**config.mk**
```make
export PLATFORM = sky130hd
export DESIGN_NAME = bct_top
export DESIGN_NICKNAME = d
export VERILOG_FILES = /design/src/bct_pkg.sv /design/src/bct_cap_if.sv /design/src/bct_capture.sv /design/src/bct_refpwm.sv /design/src/bct_top.sv
export SDC_FILE = /design/constraint.sdc
export NUM_CORES = 2
export LEC_CHECK = 0
export BUFFER_PORTS_ARGS = -buffer_cell sky130_fd_sc_hd__buf_2
export CORE_ASPECT_RATIO = 1.25
export CORE_MARGIN = 2
export CORE_UTILIZATION = 54
export CTS_BUF_LIST = sky130_fd_sc_hd__clkbuf_16
export DETAILED_ROUTE_END_ITERATION = 7
export PLACE_DENSITY = 0.8
export SYNTH_ARGS = -nofsm -noshare
export SYNTH_HDL_FRONTEND = slang
export SYNTH_SLANG_ARGS = --single-unit
```
**constraint.sdc**
```tcl
create_clock -name clock -period 23.2 [get_ports clock]
set_clock_uncertainty 0.1 [all_clocks]
set_input_delay 4.64 -clock clock [delete_from_list [all_inputs] [get_ports clock]]
set_output_delay 4.64 -clock clock [all_outputs]
set_load 0.02 [all_outputs]
```
**src/bct_pkg.sv**
```systemverilog
`default_nettype none
package bct_pkg;
  localparam int unsigned CLK_HZ         = 20_000_000;
  localparam int unsigned CLK_NS         = 1_000_000_000 / CLK_HZ;
  localparam int unsigned PWM_PERIOD_NS  = 50_000;
  localparam int unsigned PWM_PERIOD_CYC = PWM_PERIOD_NS / CLK_NS;

  localparam int CNT_W = 24;
  localparam int ACC_W = 16;
  localparam int PWM_W = 16;
  localparam int ST_W  = 6;

  localparam logic [7:0] OFF_CTRL    = 8'h00;
  localparam logic [7:0] OFF_GTRIG   = 8'h04;
  localparam logic [7:0] OFF_CAPCFG  = 8'h08;
  localparam logic [7:0] OFF_ACCEPT  = 8'h0C;
  localparam logic [7:0] OFF_PRESC   = 8'h10;
  localparam logic [7:0] OFF_OUTCTRL = 8'h14;
  localparam logic [7:0] OFF_OUTDUTY = 8'h18;
  localparam logic [7:0] OFF_REFCMP  = 8'h1C;
  localparam logic [7:0] OFF_DELAY   = 8'h20;
  localparam logic [7:0] OFF_STATUS  = 8'h24;
  localparam logic [7:0] OFF_MASK    = 8'h28;
  localparam logic [7:0] OFF_STATE   = 8'h2C;
  localparam logic [1:0] CAP_PAGE    = 2'h1;
  localparam logic [1:0] CAP_DUTY    = 2'h0;
  localparam logic [1:0] CAP_PERIOD  = 2'h1;
  localparam logic [1:0] CAP_EDGE_COUNTER    = 2'h2;

  localparam int CTRL_EVAL_EN = 0;
  localparam int CTRL_IE_LSB  = 1;
  localparam int CTRL_SRC     = 4;
  localparam int CTRL_TRG_LSB = 5;
  localparam int CTRL_REN_LSB = 7;
  localparam int CTRL_ROE_LSB = 9;
  localparam int CC_EN        = 0;
  localparam int CC_POL       = 1;
  localparam int CC_SHADOW    = 2;
  localparam int CC_SEL0_LSB  = 3;
  localparam int CC_SEL1_LSB  = 5;
  localparam int CC_FILT      = 7;
  localparam int ST_NEWPAT    = 0;
  localparam int ST_UPDATE    = 1;
  localparam int ST_ZC_LSB    = 2;
  localparam int ST_REFTRIG   = 5;

  localparam logic [7:0]       CAPCFG_RST     = 8'hFB;
  localparam logic [7:0]       PRESC_RST      = 8'h13;
  localparam logic [ACC_W-1:0] ACCEPT_RST     = 16'h0032;
  localparam logic [PWM_W-1:0] REF_PERIOD_RST = PWM_W'(PWM_PERIOD_CYC);
  localparam logic [PWM_W-1:0] REF_DUTY_RST   = PWM_W'(PWM_PERIOD_CYC / 2);

  localparam logic [1:0] SEL_PWM    = 2'h3;
  localparam logic [1:0] TRIG_DELAY = 2'h3;
  localparam logic [1:0] DRV_LOW    = 2'h0;
  localparam logic [1:0] DRV_HIGH   = 2'h1;
  localparam logic [1:0] DRV_PWM    = 2'h2;

  // six-step table, two bits per output {c_lo,c_hi,b_lo,b_hi,a_lo,a_hi}
  function automatic logic [11:0] step_pattern(input logic [2:0] code);
    unique case (code)
      3'h5:    step_pattern = 12'h042;
      3'h4:    step_pattern = 12'h402;
      3'h6:    step_pattern = 12'h420;
      3'h2:    step_pattern = 12'h024;
      3'h3:    step_pattern = 12'h204;
      3'h1:    step_pattern = 12'h240;
      default: step_pattern = 12'h000;
    endcase
  endfunction : step_pattern
endpackage : bct_pkg
`default_nettype wire

```
**src/bct_cap_if.sv**
```systemverilog
`default_nettype none
interface bct_cap_if;
  logic                         en;
  logic                         pol;
  logic                         shadow_sel;
  logic                         filt_en;
  logic [1:0]                   sel0;
  logic [1:0]                   sel1;
  logic [bct_pkg::ACC_W-1:0]    accept;
  logic                         tick;
  logic                         f_out;
  logic                         rise;
  logic [bct_pkg::CNT_W-1:0]    duty;
  logic [bct_pkg::CNT_W-1:0]    period;
  logic [7:0]                   edge_counter;
  modport ctl (output en, pol, shadow_sel, filt_en, sel0, sel1, accept, tick,
               input f_out, rise, duty, period, edge_counter);
  modport chan (input en, pol, shadow_sel, filt_en, sel0, sel1, accept, tick,
                output f_out, rise, duty, period, edge_counter);
endinterface : bct_cap_if
`default_nettype wire

```
**src/bct_capture.sv**
```systemverilog
`default_nettype none
module bct_capture (
  input wire logic  clock,
  input wire logic  rst,
  input wire logic  level,
  bct_cap_if.chan   cap
);
  logic                       in_lvl;
  logic                       f_r;
  logic                       hold_r;
  logic                       rise_r;
  logic [bct_pkg::ACC_W-1:0]  acc_r;
  logic [bct_pkg::CNT_W-1:0]  cnt_r;
  logic [bct_pkg::CNT_W-1:0]  shadow_r;
  logic [bct_pkg::CNT_W-1:0]  duty_r;
  logic [bct_pkg::CNT_W-1:0]  period_r;
  logic [7:0]                 edge_counter_r;
  logic                       accept;
  logic                       rise;
  logic                       fall;

  assign in_lvl = level ^ ~cap.pol;
  // immediate propagation: an edge is taken the cycle it is seen
  assign accept = cap.en && (in_lvl != f_r) && !(cap.filt_en && hold_r);
  assign rise   = accept && in_lvl;
  assign fall   = accept && !in_lvl;

  always_ff @(posedge clock or posedge rst) begin
    if (rst) begin
      f_r    <= 1'b0;
      hold_r <= 1'b0;
      acc_r  <= '0;
    end else if (!cap.en) begin
      f_r    <= 1'b0;
      hold_r <= 1'b0;
    end else if (accept) begin
      f_r    <= in_lvl;
      hold_r <= cap.filt_en && (cap.accept != '0);
      acc_r  <= '0;
    end else if (hold_r && cap.tick) begin
      if (acc_r == cap.accept - 16'h1) hold_r <= 1'b0;
      acc_r <= acc_r + 16'h1;
    end
  end

  always_ff @(posedge clock or posedge rst) begin
    if (rst) cnt_r <= '0;
    else if (!cap.en) cnt_r <= '0;
    // the tick on the rise edge already belongs to the new period
    else if (rise) cnt_r <= cap.tick ? 24'h1 : 24'h0;
    else if (cap.tick) cnt_r <= cnt_r + 24'h1;
  end

  always_ff @(posedge clock or posedge rst) begin
    if (rst) shadow_r <= '0;
    else if (fall && !cap.shadow_sel) shadow_r <= cnt_r;
  end

  always_ff @(posedge clock or posedge rst) begin
    if (rst) begin
      duty_r   <= '0;
      period_r <= '0;
      edge_counter_r   <= '0;
      rise_r   <= 1'b0;
    end else begin
      rise_r <= rise;
      if (rise && cap.sel0 == bct_pkg::SEL_PWM) duty_r <= shadow_r;
      if (rise && cap.sel1 == bct_pkg::SEL_PWM) period_r <= cnt_r;
      if (accept) edge_counter_r <= edge_counter_r + 8'h1;
    end
  end

  assign cap.f_out  = f_r;
  assign cap.rise   = rise_r;
  assign cap.duty   = duty_r;
  assign cap.period = period_r;
  assign cap.edge_counter   = edge_counter_r;
endmodule : bct_capture
`default_nettype wire

```
**src/bct_refpwm.sv**
```systemverilog
`default_nettype none
module bct_refpwm #(
  parameter int W = 16
) (
  input  wire logic         clock,
  input  wire logic         rst,
  input  wire logic         enable,
  input  wire logic         out_enable,
  input  wire logic         start,
  input  wire logic [W-1:0] period_cmp,
  input  wire logic [W-1:0] duty_cmp,
  output logic              level,
  output logic              trig
);
  logic         run_r;
  logic [W-1:0] cnt_r;
  logic [W-1:0] cnt_nxt;

  assign cnt_nxt = cnt_r + W'(1);

  always_ff @(posedge clock or posedge rst) begin
    if (rst) run_r <= 1'b0;
    else if (!enable) run_r <= 1'b0;
    else if (start) run_r <= 1'b1;
  end

  always_ff @(posedge clock or posedge rst) begin
    if (rst) begin
      cnt_r <= '0;
      trig  <= 1'b0;
      level <= 1'b0;
    end else if (!run_r) begin
      cnt_r <= '0;
      trig  <= 1'b0;
      level <= 1'b0;
    end else begin
      trig  <= cnt_nxt == period_cmp;
      cnt_r <= (cnt_nxt == period_cmp) ? '0 : cnt_nxt;
      // edge aligned, each period opens high
      level <= out_enable && (cnt_r < duty_cmp);
    end
  end
endmodule : bct_refpwm
`default_nettype wire

```
**src/bct_top.sv**
```systemverilog
// Contract
// - polarity one measures high time, starts on rise
// - count to falling edge, copy to shadow
// - next rise: shadow to duty, count to period
// - edge counter bits one to seven readable (code reads all eight bits, zero to seven)
// - filter passes both edges immediately
// - after edge ignore input for acceptance time
// - evaluator drives six outputs plus delay channel
// - new pattern restarts delay; second edge updates outputs
// - reference channels edge aligned, half duty, start high
// - reference counter resets on period compare
// - global trigger starts both references together
// - one reference triggers ADC, other resets outputs
//
// The address map and register access over APB are this design's own decisions.
`default_nettype none
module bct_top (
  input  wire logic        clock,
  input  wire logic        rst,
  input  wire logic        psel,
  input  wire logic        penable,
  input  wire logic        pwrite,
  input  wire logic [7:0]  paddr,
  input  wire logic [31:0] pwdata,
  output logic      [31:0] prdata,
  output logic             pready,
  output logic             pslverr,
  input  wire logic [2:0]  zc_in,
  output logic      [5:0]  pwm_out,
  output logic             delay_out,
  output logic             adc_trig,
  output logic             ref_sync,
  output logic             irq
);
  localparam int PW = bct_pkg::PWM_W;

  logic [10:0]                ctrl_r;
  logic [7:0]                 capcfg_r;
  logic [bct_pkg::ACC_W-1:0]  accept_r;
  logic [7:0]                 presc_r;
  logic [11:0]                outctrl_r;
  logic [PW-1:0]              outduty_r;
  logic [PW-1:0]              ref_per_r;
  logic [PW-1:0]              ref_duty_r;
  logic [PW-1:0]              dcm0_r;
  logic [PW-1:0]              dcm1_r;
  logic [bct_pkg::ST_W-1:0]   status_r;
  logic [bct_pkg::ST_W-1:0]   mask_r;
  logic                       gtrig_r;
  logic [2:0]                 zc_s1_r;
  logic [2:0]                 zc_s2_r;
  logic [7:0]                 presc_cnt_r;
  logic                       tick_r;
  logic [2:0]                 code_r;
  logic [2:0]                 code_w;
  logic                       newpat;
  logic                       dly_run_r;
  logic [PW-1:0]              dly_cnt_r;
  logic                       upd;
  logic [11:0]                pattern_r;
  logic [PW-1:0]              out_cnt_r;
  logic                       pwm_src_r;
  logic [1:0]                 ref_lvl;
  logic [1:0]                 ref_trig;
  logic [2:0]                 f_lvl;
  logic [2:0]                 zc_ev;
  logic [bct_pkg::CNT_W-1:0]  duty_a [3];
  logic [bct_pkg::CNT_W-1:0]  period_a [3];
  logic [7:0]                 edge_counter_a [3];
  logic                       access;
  logic                       wr;
  logic [31:0]                rd_val;
  logic                       rd_err;
  logic [1:0]                 ch;

  assign access = psel && penable && pready;
  assign wr     = access && pwrite && !rd_err;
  assign ch     = paddr[5:4];

  // one wait state so read data can come from a flop
  always_ff @(posedge clock or posedge rst) begin
    if (rst) begin
      pready  <= 1'b0;
      prdata  <= '0;
      pslverr <= 1'b0;
    end else begin
      pready  <= psel && penable && !pready;
      prdata  <= rd_val;
      pslverr <= psel && penable && !pready && rd_err;
    end
  end

  always_comb begin
    rd_val = '0;
    rd_err = 1'b0;
    if (paddr[7:6] == bct_pkg::CAP_PAGE) begin
      if (ch == 2'h3 || paddr[1:0] != 2'h0) rd_err = 1'b1;
      else begin
        unique case (paddr[3:2])
          bct_pkg::CAP_DUTY:   rd_val = {8'h00, duty_a[ch]};
          bct_pkg::CAP_PERIOD: rd_val = {8'h00, period_a[ch]};
          bct_pkg::CAP_EDGE_COUNTER:   rd_val = {24'h000000, edge_counter_a[ch]};
          default:             rd_err = 1'b1;
        endcase
      end
    end else begin
      unique case (paddr)
        bct_pkg::OFF_CTRL:    rd_val = {21'h000000, ctrl_r};
        bct_pkg::OFF_GTRIG:   rd_val = '0;
        bct_pkg::OFF_CAPCFG:  rd_val = {24'h000000, capcfg_r};
        bct_pkg::OFF_ACCEPT:  rd_val = {16'h0000, accept_r};
        bct_pkg::OFF_PRESC:   rd_val = {24'h000000, presc_r};
        bct_pkg::OFF_OUTCTRL: rd_val = {20'h00000, outctrl_r};
        bct_pkg::OFF_OUTDUTY: rd_val = {16'h0000, outduty_r};
        bct_pkg::OFF_REFCMP:  rd_val = {ref_duty_r, ref_per_r};
        bct_pkg::OFF_DELAY:   rd_val = {dcm0_r, dcm1_r};
        bct_pkg::OFF_STATUS:  rd_val = {26'h0000000, status_r};
        bct_pkg::OFF_MASK:    rd_val = {26'h0000000, mask_r};
        bct_pkg::OFF_STATE:   rd_val = {20'h00000, pattern_r[5:0], dly_run_r, code_r, f_lvl[1:0]};
        default:              rd_err = 1'b1;
      endcase
    end
  end

  always_ff @(posedge clock or posedge rst) begin
    if (rst) begin
      ctrl_r     <= '0;
      capcfg_r   <= bct_pkg::CAPCFG_RST;
      accept_r   <= bct_pkg::ACCEPT_RST;
      presc_r    <= bct_pkg::PRESC_RST;
      outctrl_r  <= '0;
      outduty_r  <= '0;
      ref_per_r  <= bct_pkg::REF_PERIOD_RST;
      ref_duty_r <= bct_pkg::REF_DUTY_RST;
      dcm0_r     <= '0;
      dcm1_r     <= '0;
      mask_r     <= '0;
    end else if (wr) begin
      unique case (paddr)
        bct_pkg::OFF_CTRL:    ctrl_r <= pwdata[10:0];
        bct_pkg::OFF_CAPCFG:  capcfg_r <= pwdata[7:0];
        bct_pkg::OFF_ACCEPT:  accept_r <= pwdata[15:0];
        bct_pkg::OFF_PRESC:   presc_r <= pwdata[7:0];
        bct_pkg::OFF_OUTCTRL: outctrl_r <= pwdata[11:0];
        bct_pkg::OFF_OUTDUTY: outduty_r <= pwdata[15:0];
        bct_pkg::OFF_REFCMP: begin
          ref_per_r  <= pwdata[15:0];
          ref_duty_r <= pwdata[31:16];
        end
        bct_pkg::OFF_DELAY: begin
          dcm1_r <= pwdata[15:0];
          dcm0_r <= pwdata[31:16];
        end
        bct_pkg::OFF_MASK:    mask_r <= pwdata[5:0];
        default: ;
      endcase
    end
  end

  always_ff @(posedge clock or posedge rst) begin
    if (rst) gtrig_r <= 1'b0;
    else gtrig_r <= wr && paddr == bct_pkg::OFF_GTRIG && pwdata[0];
  end

  // zero-cross levels come from another block's pins
  always_ff @(posedge clock or posedge rst) begin
    if (rst) begin
      zc_s1_r <= '0;
      zc_s2_r <= '0;
    end else begin
      zc_s1_r <= zc_in;
      zc_s2_r <= zc_s1_r;
    end
  end

  always_ff @(posedge clock or posedge rst) begin
    if (rst) begin
      presc_cnt_r <= '0;
      tick_r      <= 1'b0;
    end else begin
      tick_r      <= presc_cnt_r == presc_r;
      presc_cnt_r <= (presc_cnt_r >= presc_r) ? 8'h00 : presc_cnt_r + 8'h01;
    end
  end

  bct_cap_if cif[3] ();

  for (genvar g = 0; g < 3; g++) begin : g_cap
    assign cif[g].en         = capcfg_r[bct_pkg::CC_EN];
    assign cif[g].pol        = capcfg_r[bct_pkg::CC_POL];
    assign cif[g].shadow_sel = capcfg_r[bct_pkg::CC_SHADOW];
    assign cif[g].sel0       = capcfg_r[bct_pkg::CC_SEL0_LSB +: 2];
    assign cif[g].sel1       = capcfg_r[bct_pkg::CC_SEL1_LSB +: 2];
    assign cif[g].filt_en    = capcfg_r[bct_pkg::CC_FILT];
    assign cif[g].accept     = accept_r;
    assign cif[g].tick       = tick_r;
    assign f_lvl[g]          = cif[g].f_out;
    assign zc_ev[g]          = cif[g].rise;
    assign duty_a[g]         = cif[g].duty;
    assign period_a[g]       = cif[g].period;
    assign edge_counter_a[g]         = cif[g].edge_counter;
    bct_capture u_cap (
      .clock (clock),
      .rst   (rst),
      .level (zc_s2_r[g]),
      .cap   (cif[g])
    );
  end

  assign code_w = f_lvl & ctrl_r[bct_pkg::CTRL_IE_LSB +: 3];
  assign newpat = ctrl_r[bct_pkg::CTRL_EVAL_EN] && code_w != code_r;
  // delay channel: one-shot, first compare drops level, second one updates
  assign upd = ctrl_r[bct_pkg::CTRL_TRG_LSB +: 2] == bct_pkg::TRIG_DELAY
               ? dly_run_r && dly_cnt_r + 16'h1 == dcm0_r : newpat;

  always_ff @(posedge clock or posedge rst) begin
    if (rst) begin
      code_r    <= '0;
      dly_run_r <= 1'b0;
      dly_cnt_r <= '0;
      delay_out <= 1'b0;
    end else if (newpat) begin
      code_r    <= code_w;
      dly_run_r <= 1'b1;
      dly_cnt_r <= '0;
      delay_out <= 1'b1;
    end else if (dly_run_r) begin
      dly_cnt_r <= dly_cnt_r + 16'h1;
      if (dly_cnt_r + 16'h1 == dcm1_r) delay_out <= 1'b0;
      if (dly_cnt_r + 16'h1 == dcm0_r) begin
        dly_run_r <= 1'b0;
        delay_out <= 1'b0;
      end
    end
  end

  always_ff @(posedge clock or posedge rst) begin
    if (rst) pattern_r <= '0;
    else if (!ctrl_r[bct_pkg::CTRL_EVAL_EN]) pattern_r <= outctrl_r;
    else if (upd) pattern_r <= bct_pkg::step_pattern(newpat ? code_w : code_r);
  end

  bct_refpwm #(.W(PW)) u_ref_adc (
    .clock      (clock),
    .rst        (rst),
    .enable     (ctrl_r[bct_pkg::CTRL_REN_LSB]),
    .out_enable (ctrl_r[bct_pkg::CTRL_ROE_LSB]),
    .start      (gtrig_r),
    .period_cmp (ref_per_r),
    .duty_cmp   (ref_duty_r),
    .level      (ref_lvl[0]),
    .trig       (ref_trig[0])
  );

  bct_refpwm #(.W(PW)) u_ref_sync (
    .clock      (clock),
    .rst        (rst),
    .enable     (ctrl_r[bct_pkg::CTRL_REN_LSB + 1]),
    .out_enable (ctrl_r[bct_pkg::CTRL_ROE_LSB + 1]),
    .start      (gtrig_r),
    .period_cmp (ref_per_r),
    .duty_cmp   (ref_duty_r),
    .level      (ref_lvl[1]),
    .trig       (ref_trig[1])
  );

  // output counter restarts on the sync reference wrap
  always_ff @(posedge clock or posedge rst) begin
    if (rst) begin
      out_cnt_r <= '0;
      pwm_src_r <= 1'b0;
    end else begin
      out_cnt_r <= ref_trig[1] ? '0 : out_cnt_r + 16'h1;
      pwm_src_r <= out_cnt_r < outduty_r;
    end
  end

  always_ff @(posedge clock or posedge rst) begin
    if (rst) begin
      pwm_out  <= '0;
      adc_trig <= 1'b0;
      ref_sync <= 1'b0;
    end else begin
      adc_trig <= ref_lvl[0];
      ref_sync <= ref_lvl[1];
      for (int i = 0; i < 6; i++) begin
        unique case (pattern_r[2*i +: 2])
          bct_pkg::DRV_LOW:  pwm_out[i] <= 1'b0;
          bct_pkg::DRV_HIGH: pwm_out[i] <= 1'b1;
          bct_pkg::DRV_PWM:  pwm_out[i] <= pwm_src_r;
          default:           pwm_out[i] <= !pwm_src_r;
        endcase
      end
    end
  end

  // set wins over a simultaneous write-one clear
  always_ff @(posedge clock or posedge rst) begin
    if (rst) begin
      status_r <= '0;
      irq      <= 1'b0;
    end else begin
      status_r <= (status_r & ~((wr && paddr == bct_pkg::OFF_STATUS) ? pwdata[5:0] : 6'h00))
                  | {ref_trig[0], zc_ev, upd, newpat};
      irq      <= |(status_r & mask_r);
    end
  end
endmodule : bct_top
`default_nettype wire

```
==> impl_metrics.csv <==
group,metric,value,unit
clock_network,postCtsSetupRepairBufs,0,
clock_network,clkTransAtPathRegs,0.06,ns
pwr,powerDensity,64.7,mW/mm²
setup_path,startpoint_type,"input pin",
setup_path,criticalPathCategory,"in -> reg",
yosys,synth_warnings,0,
final_layout,layoutNonFillerInstCount,3827,
worst_hold_path,min_to,"ref_sync",
clock_network,cts_tree,"done",
routing,drtAntennaViolNets,0,
yosys,netlist_area,0.0324,mm²
yosys,ys_seq_area_share,51.2,%
setup_path,crit_path_max_fanout,60,
clock_network,clkSinkCount,663,
sta,hold_viol,0,
placed_design,dpl-instance-area,0.0336,mm²
setup_path,crit_path_end_kind,"flip-flop",
clock_network,cts_resized,0,
clock_network,cts_made_buffers,68,
global_routing,overflow,0,
routing,wirelength,89200,µm
floorplan,initial_core_util,54.6,%
setup_path,r2r_end,"pattern_r[1]",
floorplan,die-area,0.0621,mm²
pwr,power.leakage,0.0169,µW
final_layout,fin_util,60.2,%
routing,vias,23700,
worst_hold_path,worstHoldStart,"u_ref_sync.level",
routing,dr.pass1.iters,7,
yosys,synth_fp_nets,3072,
sta,finalSetupViolCount,0,
clock_network,cts_buffer_depth,3,
sta,rsz0062_at_grt,"no",
routing,drt_iter0_markers,2195,
floorplan,core-area,0.0594,mm²
setup_path,rr_startpoint,"dly_cnt_r[0]",
routing,vias_per_cell,6.20,
final_layout,postLayoutCellArea,0.0358,mm²
clock_network,root_buffer,"clkbuf_16",
placed_design,io_buffers,91,
sta,fmax,119,MHz
run,maxCapViolations,0,
status,status,"complete, no violations",
final_layout,layout.nets,3121,
global_routing,grtUsageTotal,29.1,%
placed_design,gp_congestion,0.959,
yosys,postSynthAreaPerCell,11.0,µm²
floorplan,dieWidth,223,µm
clock_network,cts_hold_buffers,0,
global_routing,grt_pass1_vias,24200,
worst_hold_path,holdPathStages,0,
setup_path,critPathRequiredTime,23.59,ns
yosys,ys_seq_elements,663,
global_routing,grt_max_degree,183,
sta,max_slew_margin,11.4,%
sta,fin_setup_tns,0,ns
final_layout,drive_gt1_share,19.2,%
floorplan,fp.dieH,278,µm
global_routing,grt_pass1_wl,140000,µm
sta,tightest_slew,1.32,ns
setup_path,rrSetupSlack,19.20,ns
pwr,peakVddDrop,0.0498,mV
yosys,yosysUniqueCellTypes,68,
setup_path,reg2reg_depth,9,
yosys,async_flop_share,100,%
yosys,synth-edff-count,0,
floorplan,io_pins,92,
clock_network,insertion_delay,0.62,ns
yosys,ys.flop_type,"dfrtp_1",
routing,drt-wirelength-per-cell,23.3,µm
global_routing,antenna_found_initial,10,
yosys,synth_cells,2956,
clock_network,cts.htree.levels,3,
sta,slew_violations,0,
pwr,power,2320,µW
routing,drc,0,
placed_design,dp.final_hpwl,63000,µm
sta,min_period,8.38,ns
final_layout,syn2layout_area_growth,10.4,%
sta,finalCritPeriodShare,36.1,%
floorplan,rows,100,
placed_design,dp.cells,3700,
worst_hold_path,hold_path.class,"reg -> reg",
setup_path,arrival,8.77,ns
final cells by class:
| cell class | instances | area, µm² |
|---|---|---|
| sequential | 663 | 16600 |
| timing repair buffer | 120 | 688 |
| clock buffer | 69 | 1730 |
| fill | 4592 | 23600 |
| inverter | 75 | 285 |
| antenna | 5 | 12.5 |
| clock inverter | 53 | 480 |
| multi-input combinational | 2077 | 15000 |
| tap | 765 | 957 |
flip-flops by register name, summed over array words and instances (netlist names), 8 cells and up:
signal	flops
presc_r	8
pattern_r	12
g_cap.u_cap.acc_r	48
dcm0_r	16
g_cap.u_cap.cap.duty	72
ref_per_r	16
dly_cnt_r	16
capcfg_r	8
dcm1_r	16
accept_r	16
outduty_r	16
g_cap.u_cap.cap.period	72
g_cap.u_cap.cap.edge_counter	24
presc_cnt_r	8
g_cap.u_cap.shadow_r	72
u_ref_sync.cnt_r	16
outctrl_r	12
prdata	32
ref_duty_r	16
out_cnt_r	16
ctrl_r	11
g_cap.u_cap.cnt_r	72
u_ref_adc.cnt_r	16
cell families (layout without fill, tap and decap cells):
| group | Yosys count | count (layout) | synth area share (%) |
|---|---|---|---|
| other cells | 0 | 5 | 0 |
| simple gates | 911 | 911 | 13.7 |
| buf+inv | 216 | 317 | 2.65 |
| compound gates | 398 | 398 | 7.90 |
| fa+ha+maj | 68 | 68 | 2.62 |
| flops | 663 | 663 | 51.2 |
| mux | 370 | 370 | 12.6 |
| xor+xnor | 330 | 330 | 9.26 |
where the power goes:
part	internal, µW	switching (µW)
clock	632	468
combinational	10.6	45.0
sequential	1160	1.57
total	1800	515
Yosys cell counts (all sizes together) (4+ instances only):
| library cell | n | area, µm² |
|---|---|---|
| a211oi | 21 | 158 |
| a21o | 26 | 195 |
| a21oi | 62 | 310 |
| a221oi | 12 | 105 |
| a222oi | 21 | 210 |
| a22o | 20 | 175 |
| a22oi | 19 | 143 |
| a31oi | 9 | 56.3 |
| and2 | 16 | 100 |
| and3 | 39 | 244 |
| and4 | 11 | 96.3 |
| buf | 36 | 181 |
| clkbuf | 105 | 398 |
| dfrtp | 638 | 16000 |
| dfstp | 25 | 657 |
| ha | 68 | 851 |
| inv | 75 | 282 |
| mux2 | 309 | 3480 |
| mux2i | 61 | 611 |
| nand2 | 246 | 923 |
| nand2b | 8 | 50.1 |
| nand3 | 104 | 538 |
| nand3b | 7 | 52.6 |
| nand4 | 82 | 534 |
| nand4b | 5 | 43.8 |
| nor2 | 251 | 942 |
| nor2b | 16 | 100 |
| nor3 | 46 | 255 |
| nor4 | 34 | 243 |
| o211ai | 25 | 188 |
| o21ai | 152 | 772 |
| o22ai | 6 | 37.5 |
| o2bb2ai | 4 | 35.0 |
| or2 | 5 | 31.3 |
| or3 | 24 | 150 |
| or4 | 9 | 71.3 |
| xnor2 | 150 | 1310 |
| xnor3 | 6 | 135 |
| xor2 | 172 | 1510 |
critical path, cell delays in order:
cell and delay [ns]:
buf_2 0.10, buf_4 0.32, nor3_1 0.32, nand2_1 0.25, nor2_2 0.16, buf_4 0.43
or3_1 0.24, nand4_1 0.63, nor3_2 1.23, mux2_2 0.43
placed cells by master, fill, tap and decap left out, drive strengths merged, types with 26 or more instances in the layout:
| master | synthesis | layout |
|---|---|---|
| a21o | 26 | 26 |
| a21oi | 62 | 62 |
| and3 | 39 | 39 |
| buf | 36 | 120 |
| clkbuf | 105 | 69 |
| clkinv | 0 | 28 |
| dfrtp | 638 | 638 |
| ha | 68 | 68 |
| inv | 75 | 88 |
| mux2 | 309 | 309 |
| mux2i | 61 | 61 |
| nand2 | 246 | 246 |
| nand3 | 104 | 104 |
| nand4 | 82 | 82 |
| nor2 | 251 | 251 |
| nor3 | 46 | 46 |
| nor4 | 34 | 34 |
| o21ai | 152 | 152 |
| xnor2 | 150 | 150 |
| xor2 | 172 | 172 |
stage by stage:
step	worst slack (ns)	hold slack [ns]
3_3_place_gp	14.34	0.232
4_1_cts	14.78	0.248
3_5_place_dp	14.16	0.235
5_1_grt	14.18	0.257
6_report	14.82	0.249
2_1_floorplan	9.42	0.231
metal layers:
layer / track usage, % / part of all wire, %
met1: 36.1 / 39
met4: 15.9 / 5.5
met3: 5.19 / 6.8
met2: 48.5 / 49
met5: 0 / 0.079
how the worst max path moves through the flow:
stage	start	end	slack (ns)	cells after the start
floorplan	rst	accept_r[0]	9.42	1
global placement	rst	g_cap[2].u_cap.acc_r[0]	14.34	6
detailed placement	rst	g_cap[2].u_cap.acc_r[0]	14.16	6
CTS	rst	g_cap[0].u_cap.acc_r[14]	14.78	6
global route	rst	g_cap[0].u_cap.acc_r[7]	14.18	6
finish	paddr[4]	accept_r[11]	14.82	10
No activity file was read; power rests on OpenSTA's default activity.
